<file path="src/design/itimer_map.vh">
// Register map, field positions, reset values and timing figures of the interval/time-base timer
`ifndef ITIMER_MAP_VH
`define ITIMER_MAP_VH
// Register indices; byte address is four times the index
`define MODE_SEL_IDX 16'hFFB0
`define COUNT_VAL_IDX 16'hFFB1
`define IRQ_CTRL_IDX 16'hFFB2
`define MODE_SEL_RST 8'h10
`define COUNT_VAL_RST 8'h00
`define IRQ_CTRL_RST 8'h00
`define MODE_RSVD_BIT 4
`define MODE_TB_BIT 3
`define MODE_CLR_BIT 2
// Interrupt/port control fields
`define IRQ_FLAG_BIT 0
`define IRQ_EN_BIT 1
`define CLKOUT_EN_BIT 2
// Power modes
`define PM_ACTIVE 3'h0
`define PM_SLEEP 3'h1
`define PM_WATCH 3'h2
`define PM_SUBACTIVE 3'h3
`define PM_SUBSLEEP 3'h4
`define PM_STANDBY 3'h5
// Prescaler widths and time-base tap exponents of the subclock
`define SYS_PRESC_W 13
`define SUB_PRESC_W 15
`define TB_1S_LOG2 4'h7
`define TB_HALF_LOG2 4'h6
`define TB_QUARTER_LOG2 4'h5
`define TB_FAST_LOG2 4'h2
// Interval tap exponents of the system prescaler, codes 0 to 7
`define ITV_TAP0_LOG2 4'hD
`define ITV_TAP1_LOG2 4'hC
`define ITV_TAP2_LOG2 4'hB
`define ITV_TAP3_LOG2 4'h9
`define ITV_TAP4_LOG2 4'h8
`define ITV_TAP5_LOG2 4'h7
`define ITV_TAP6_LOG2 4'h5
`define ITV_TAP7_LOG2 4'h3
// Prescaler bit that gives the slowest clock output
`define CLKOUT_TOP_BIT 3'h4
`endif

</file>
<file path="src/design/interval_timebase_timer.v">
// Interval timer / real-time-clock time base with divided clock output and APB registers
//
// Register access over APB was decided locally.
`timescale 1ns/1ps
`include "itimer_map.vh"

module interval_timebase_timer #(
    parameter ADDR_W = 18
) (
    // Clock and reset
    input wire mclk,
    input wire nrst,
    // APB slave
    input wire psel,
    input wire penable,
    input wire pwrite,
    input wire [ADDR_W-1:0] paddr,
    input wire [31:0] pwdata,
    output wire pready,
    output reg [31:0] prdata,
    output wire pslverr,
    // Power mode from the system controller, same clock domain
    input wire [2:0] pwr_mode,
    // 32.768 kHz subclock pin, asynchronous
    input wire subclk_in,
    // Divided clock output pin and interrupt
    output reg divided_clock_out,
    output wire timer_a_irq
);

    localparam [ADDR_W-1:0] MODE_ADDR = {`MODE_SEL_IDX, 2'b00};
    localparam [ADDR_W-1:0] COUNT_ADDR = {`COUNT_VAL_IDX, 2'b00};
    localparam [ADDR_W-1:0] IRQ_ADDR = {`IRQ_CTRL_IDX, 2'b00};

    // Tap hit when the low n bits of a prescaler are all ones
    function tap_hit;
        input [`SUB_PRESC_W-1:0] cnt;
        input [3:0] n;
        reg [`SUB_PRESC_W-1:0] mask;
        begin
            mask = ({`SUB_PRESC_W{1'b1}} >> (`SUB_PRESC_W - n));
            tap_hit = ((cnt & mask) == mask);
        end
    endfunction

    // Prescaler bit for the clock output; code 0 gives the divide-by-32 tap
    function [2:0] out_bit;
        input [1:0] sel;
        begin
            out_bit = `CLKOUT_TOP_BIT - {1'b0, sel};
        end
    endfunction

    // Reset synchroniser
    reg rst_s1_q;
    reg rst_n_q;
    always @(posedge mclk or negedge nrst)
    begin
        if (!nrst)
        begin
            rst_s1_q <= 1'b0;
            rst_n_q <= 1'b0;
        end
        else
        begin
            rst_s1_q <= 1'b1;
            rst_n_q <= rst_s1_q;
        end
    end

    // Subclock synchroniser and edge detect
    reg sub_s1_q;
    reg sub_s2_q;
    reg sub_s3_q;
    wire sub_edge;
    always @(posedge mclk or negedge rst_n_q)
    begin
        if (!rst_n_q)
        begin
            sub_s1_q <= 1'b0;
            sub_s2_q <= 1'b0;
            sub_s3_q <= 1'b0;
        end
        else
        begin
            sub_s1_q <= subclk_in;
            sub_s2_q <= sub_s1_q;
            sub_s3_q <= sub_s2_q;
        end
    end
    // Edges seen on the system clock, so a count may slip by one mclk period
    assign sub_edge = sub_s2_q & ~sub_s3_q;

    // Power mode decode
    wire sys_run;
    wire tb_run;
    wire sub_out_ok;
    assign sys_run = (pwr_mode == `PM_ACTIVE) || (pwr_mode == `PM_SLEEP);
    assign tb_run = (pwr_mode != `PM_STANDBY);
    assign sub_out_ok = sys_run || (pwr_mode == `PM_SUBACTIVE);

    // Registers
    reg [7:0] mode_q;
    reg [7:0] count_q;
    reg [7:0] count_d;
    reg irq_flag_q;
    reg irq_en_q;
    reg clkout_en_q;
    reg [`SYS_PRESC_W-1:0] pss_q;
    reg [`SUB_PRESC_W-1:0] psw_q;

    wire tb_mode;
    wire cnt_clear;
    assign tb_mode = mode_q[`MODE_TB_BIT];
    assign cnt_clear = tb_mode & mode_q[`MODE_CLR_BIT];

    // APB decode
    wire wr_en;
    wire hit_mode;
    wire hit_count;
    wire hit_irq;
    assign hit_mode = (paddr == MODE_ADDR);
    assign hit_count = (paddr == COUNT_ADDR);
    assign hit_irq = (paddr == IRQ_ADDR);
    // Zero wait states: every register answers in the access cycle
    assign pready = 1'b1;
    assign pslverr = psel & penable & ~(hit_mode | hit_count | hit_irq);
    assign wr_en = psel & penable & pwrite;

    // System prescaler; stops with the system clock outside active/sleep
    always @(posedge mclk or negedge rst_n_q)
    begin
        if (!rst_n_q)
            pss_q <= {`SYS_PRESC_W{1'b0}};
        else if (sys_run)
            pss_q <= pss_q + 1'b1;
    end

    // Subclock prescaler
    // Counts in every power mode so the time base keeps its phase; the time-base clear resets it
    always @(posedge mclk or negedge rst_n_q)
    begin
        if (!rst_n_q)
            psw_q <= {`SUB_PRESC_W{1'b0}};
        else if (cnt_clear)
            psw_q <= {`SUB_PRESC_W{1'b0}};
        else if (sub_edge)
            psw_q <= psw_q + 1'b1;
    end

    // Count input selection
    reg [3:0] sys_log2;
    reg [3:0] sub_log2;
    always @*
    begin
        case (mode_q[2:0])
            3'h0: sys_log2 = `ITV_TAP0_LOG2;
            3'h1: sys_log2 = `ITV_TAP1_LOG2;
            3'h2: sys_log2 = `ITV_TAP2_LOG2;
            3'h3: sys_log2 = `ITV_TAP3_LOG2;
            3'h4: sys_log2 = `ITV_TAP4_LOG2;
            3'h5: sys_log2 = `ITV_TAP5_LOG2;
            3'h6: sys_log2 = `ITV_TAP6_LOG2;
            default: sys_log2 = `ITV_TAP7_LOG2;
        endcase
        case (mode_q[1:0])
            2'h0: sub_log2 = `TB_1S_LOG2;
            2'h1: sub_log2 = `TB_HALF_LOG2;
            2'h2: sub_log2 = `TB_QUARTER_LOG2;
            default: sub_log2 = `TB_FAST_LOG2;
        endcase
    end

    wire sys_tick;
    wire sub_tick;
    wire cnt_tick;
    // Interval ticks need the system clock; time base ticks stop only in standby
    assign sys_tick = sys_run & tap_hit({2'b00, pss_q}, sys_log2);
    assign sub_tick = sub_edge & tap_hit(psw_q, sub_log2);
    assign cnt_tick = tb_mode ? (tb_run & sub_tick) : sys_tick;

    wire overflow;
    // A clear in the same cycle as the wrap suppresses the overflow
    assign overflow = cnt_tick & ~cnt_clear & (count_q == 8'hFF);

    always @*
    begin
        count_d = count_q;
        if (cnt_clear)
            count_d = 8'h00;
        else if (cnt_tick)
            count_d = count_q + 8'h01;
    end

    // Counter; bus writes never reach it
    always @(posedge mclk or negedge rst_n_q)
    begin
        if (!rst_n_q)
            count_q <= `COUNT_VAL_RST;
        else
            count_q <= count_d;
    end

    // Mode register; reserved bit forced high
    wire mode_wr_ok;
    assign mode_wr_ok = (pwr_mode == `PM_ACTIVE) || (pwr_mode == `PM_SUBACTIVE);
    always @(posedge mclk or negedge rst_n_q)
    begin
        if (!rst_n_q)
            mode_q <= `MODE_SEL_RST;
        else if (wr_en & hit_mode & mode_wr_ok)
        begin
            mode_q <= pwdata[7:0] | (8'h01 << `MODE_RSVD_BIT);
        end
    end

    // Interrupt flag: write one to clear, a same-cycle overflow wins
    always @(posedge mclk or negedge rst_n_q)
    begin
        if (!rst_n_q)
        begin
            irq_flag_q <= 1'b0;
            irq_en_q <= 1'b0;
            clkout_en_q <= 1'b0;
        end
        else
        begin
            if (overflow)
                irq_flag_q <= 1'b1;
            else if (wr_en & hit_irq & pwdata[`IRQ_FLAG_BIT])
                irq_flag_q <= 1'b0;
            if (wr_en & hit_irq)
            begin
                irq_en_q <= pwdata[`IRQ_EN_BIT];
                clkout_en_q <= pwdata[`CLKOUT_EN_BIT];
            end
        end
    end

    assign timer_a_irq = irq_flag_q & irq_en_q;

    // Read data, captured in the setup cycle
    reg [7:0] rd_val;
    always @*
    begin
        rd_val = 8'h00;
        if (hit_mode)
            rd_val = mode_q | 8'h10;
        else if (hit_count)
            // Subactive reads give zero; the slow clock leaves no stable value
            rd_val = (pwr_mode == `PM_SUBACTIVE) ? 8'h00 : count_q;
        else if (hit_irq)
            rd_val = {5'h00, clkout_en_q, irq_en_q, irq_flag_q};
    end

    always @(posedge mclk or negedge rst_n_q)
    begin
        if (!rst_n_q)
            prdata <= 32'h00000000;
        else if (psel & ~penable)
            prdata <= {24'h000000, rd_val};
    end

    // Divided clock output
    wire [2:0] out_idx;
    assign out_idx = out_bit(mode_q[6:5]);
    reg clk_sel;
    always @*
    begin
        if (mode_q[7])
            clk_sel = sub_out_ok & psw_q[out_idx];
        else
            clk_sel = sys_run & pss_q[out_idx];
    end

    // Registered so the pin is glitch free while the selection changes
    always @(posedge mclk or negedge rst_n_q)
    begin
        if (!rst_n_q)
            divided_clock_out <= 1'b0;
        else
            divided_clock_out <= clkout_en_q & clk_sel;
    end

endmodule // interval_timebase_timer

</file>
<file path="config.mk">
export PLATFORM = sky130hd
export DESIGN_NAME = interval_timebase_timer
export DESIGN_NICKNAME = d
export VERILOG_FILES = /design/src/design/interval_timebase_timer.v
export VERILOG_INCLUDE_DIRS = /design/src /design/src/design
export SDC_FILE = /design/constraint.sdc
export NUM_CORES = 1
export LEC_CHECK = 0
export ABC_AREA = 0
export ABC_CLOCK_PERIOD_IN_PS = 2500
export BUFFER_PORTS_ARGS = -buffer_cell sky130_fd_sc_hd__buf_2
export CAP_MARGIN = 25
export CORE_UTILIZATION = 27
export CTS_BUF_LIST = sky130_fd_sc_hd__clkbuf_8 sky130_fd_sc_hd__clkbuf_16
export CTS_CLUSTER_SIZE = 14
export DETAILED_ROUTE_END_ITERATION = 12
export PLACE_DENSITY = 0.5
export SLEW_MARGIN = 10
export SYNTH_ARGS = -nofsm -noshare
export SYNTH_HDL_FRONTEND = slang
export SYNTH_SLANG_ARGS = --single-unit
</file>
<file path="constraint.sdc">
create_clock -name mclk -period 2.5 [get_ports mclk]
set_input_delay 0.375 -clock mclk [delete_from_list [all_inputs] [get_ports mclk]]
set_output_delay 0.375 -clock mclk [all_outputs]
set_load 0.01 [all_outputs]
</file>
==> results.tsv <==
metric	value	unit
Worst VDD drop	0.000421	V
hold path cells	1	
Tightest Hold Check Type	in -> reg	
die footprint	11200	um2
vias in the first global route	2093	
Area growth, synth to finish	13.7	%
CTS tree	yes	
Synth Warn #	0	
simple-gate portion of the synthesized area	17.8	%
Worst Setup Start Kind	register	
Root Driver	clkbuf_8	
ANT cells	0	
IO Port Bufs	44	
Finished Layout Cells	461	
DR vias	2146	
clock sinks	53	
DR iter-0 viols	71	
Rows	37	
Synth cell types	53	
routability cong.	0.770	
final-report setup violation count	0	
Slew headroom	58.1	%
Critical Path, Cell by Cell	and4_1 -> a31oi_1 -> o41a_1 -> or3_1 -> a21oi_1	
layout cell share with drive strength beyond 1	22.2	%
synthesis-stage register bit count	53	
Mean Syn Cell Area	10.6	um2
gr usage total	11.8	%
Worst R2R Path Depth	5	
Final HPWL DP	4640	um
area share of fa/ha/maj cells after synthesis	2.59	%
Via density	4.66	
Mapped Cells	274	
RSZ-0062 raised after global routing	false	
WL per Instance	13.3	um
CP Class	reg -> reg	
total CTS buffers	5	
initial antenna violation count	0	
Congestion Overflow GR	0	
crit-path max FO	15	
pwr/cell area	605	nW/um2
Peak Freq	0.472	GHz
Starting Density	28.0	%
CP max stage delay	640	ps
Synth Area in XOR/XNOR	6.04	%
Residual DRC	0	
Final min period	2120	ps
Slew @ Worst Pin	627	ps
Req. time, crit path	2740	ps
Max Cap Viol	0	
first-pass GRT wire length	10500	um
placed insts	452	
CP Capture Type	register	
largest net degree at the start of global routing	22	
Slew Limit Fails	0	
Hold Vio Cnt, Final	0	
core footprint	10400	um2
compound-gate portion of the synthesized area	9.62	%
Design Power	2.00	mW
number of H-tree levels	2	
top_reg_cell synth	dfrtp_1	
CP Data Arrival Time	2360	ps
clk slew on worst S/H paths	100	ps
setup TNS	0	ps
Clock Path Buffers	2	
clock latency at the later pin of the worst-skew pair	300	ps
mux contribution to synthesized area	8.46	%
slowest stage cell on the critical path	o41a_1	
Antenna Nets Post-Route	0	
die width	106	um
number of synthesized flops with an enable pin	0	
sequential area share after synthesis	45.7	%
I/O pins	95	
Final period util	84.8	%
Die Height	106	um
largest family of logic cells by synthesized area	simple AND/OR/NAND/NOR gates	
synthesized cell area	2900	um2
first-pass detailed-route iteration total	4	
clock skew after layout	5.24	ps
Layout Nets	389	
Min Hold Slack	168	ps
status	finished clean	
total wire length	6120	um
Pleak	1.52	nW
fraction of registers with async set/reset	100	%
[layout make-up]
class | count | area (um2)
clock inverters | 3 | 15.0
flip-flops and latches | 53 | 1330
multi-input cells | 199 | 1390
inverters | 14 | 52.6
repair buffers | 51 | 275
well taps | 136 | 170
clock buffers | 5 | 68.8
fillers | 1078 | 7070
[cell families (layout without fill, tap and decap cells)]
kind of cell / Yosys count / after routing
XOR/XNOR: 20 / 20
AND/OR/NAND/NOR: 89 / 89
AO/OA/AOI/OAI: 40 / 40
multiplexers: 18 / 18
buffers and inverters: 46 / 73
other: 2 / 26
adder cells (fa/ha/maj): 6 / 6
flip-flops: 53 / 53
[report_power, final]
group | switching, mW | internal (mW)
Sequential | 0.178 | 0.978
Combinational | 0.164 | 0.200
Clock | 0.284 | 0.191
Total | 0.626 | 1.37
[Yosys cell counts (all sizes together) (5+ instances only)]
| library cell | n | area, um2 |
|---|---|---|
| a21oi | 10 | 50.1 |
| buf | 27 | 204 |
| clkbuf | 5 | 18.8 |
| dfrtp | 53 | 1330 |
| ha | 6 | 75.1 |
| inv | 14 | 52.6 |
| mux2 | 9 | 101 |
| mux2i | 5 | 50.1 |
| nand2 | 19 | 71.3 |
| nand3 | 8 | 40.0 |
| nand4 | 5 | 31.3 |
| nor2 | 18 | 67.6 |
| o21ai | 10 | 50.1 |
| or3 | 6 | 37.5 |
| xnor2 | 11 | 96.3 |
| xor2 | 9 | 78.8 |
[worst max-delay path: cells and delay by family, from the launching register on]
family	cells	cell delay (ps)
compound gates	3	880
simple gates	2	700
flops	1	480
[cells in the final DEF, fill, tap and decap left out, types with 2 or more instances in the layout]
cell and instances:
ha_1 6, nor4_1 2, a222oi_1 4, nand2_1 19, and3_1 4, buf_4 6
nor2_1 18, dfrtp_1 52, xnor2_1 11, nand4bb_1 2, and2_1 3, mux2i_1 5
or3_1 6, nand4_1 5, and4_1 3, clkbuf_8 5, xor2_1 9, a32oi_1 3
a21oi_1 10, buf_2 44, nor2b_1 3, nand4b_1 4, o21ai_0 10, o211ai_1 2
nand3_1 8, and3b_1 2, conb_1 26, mux4_2 3, mux2_2 9, inv_1 16
[through the flow]
stage	setup slack [ps]	cell area, um2	utilization (%)
after floorplan	667	2990	-
after global placement	437	3200	30.9
after detailed placement	393	3200	30.9
after CTS	364	3300	31.8
after global routing	185	3300	31.8
final	380	3300	31.8
[worst paths after layout]
kind,from,end,slack [ps]
worst max-delay path,pss_q[3],count_q[3],380
worst min-delay path,subclk_in,sub_s1_q,170
worst max register to register,pss_q[3],count_q[3],380
worst min register to register,rst_n_q,psw_q[0],200
max in group asynchronous,rst_n_q,divided_clock_out,1670
min in group asynchronous,rst_n_q,psw_q[0],200
[registers in the layout, summed over array words and instances (netlist names)]
register           count
mode_q                 7
pss_q                 13
divided_clock_out      1
rst_s1_q               1
count_q                8
clkout_en_q            1
sub_s2_q               1
irq_en_q               1
irq_flag_q             1
sub_s3_q               1
rst_n_q                1
sub_s1_q               1
prdata                 8
psw_q                  8
[timing repair]
action,4_1_cts,5_1_grt
resized for setup,0,0
hold buffers,1,0
setup buffers,0,0
hold endpoints to repair,2,0
[metal layers]
metal	routed length, um	GRT usage [%]	vias up
met2	2930	19.0	66
li1	-	-	1033
met4	19	3.27	0
met5	0	0	-
met3	309	2.72	2
met1	2870	15.8	1045
No activity file was read; power rests on OpenSTA's default activity.
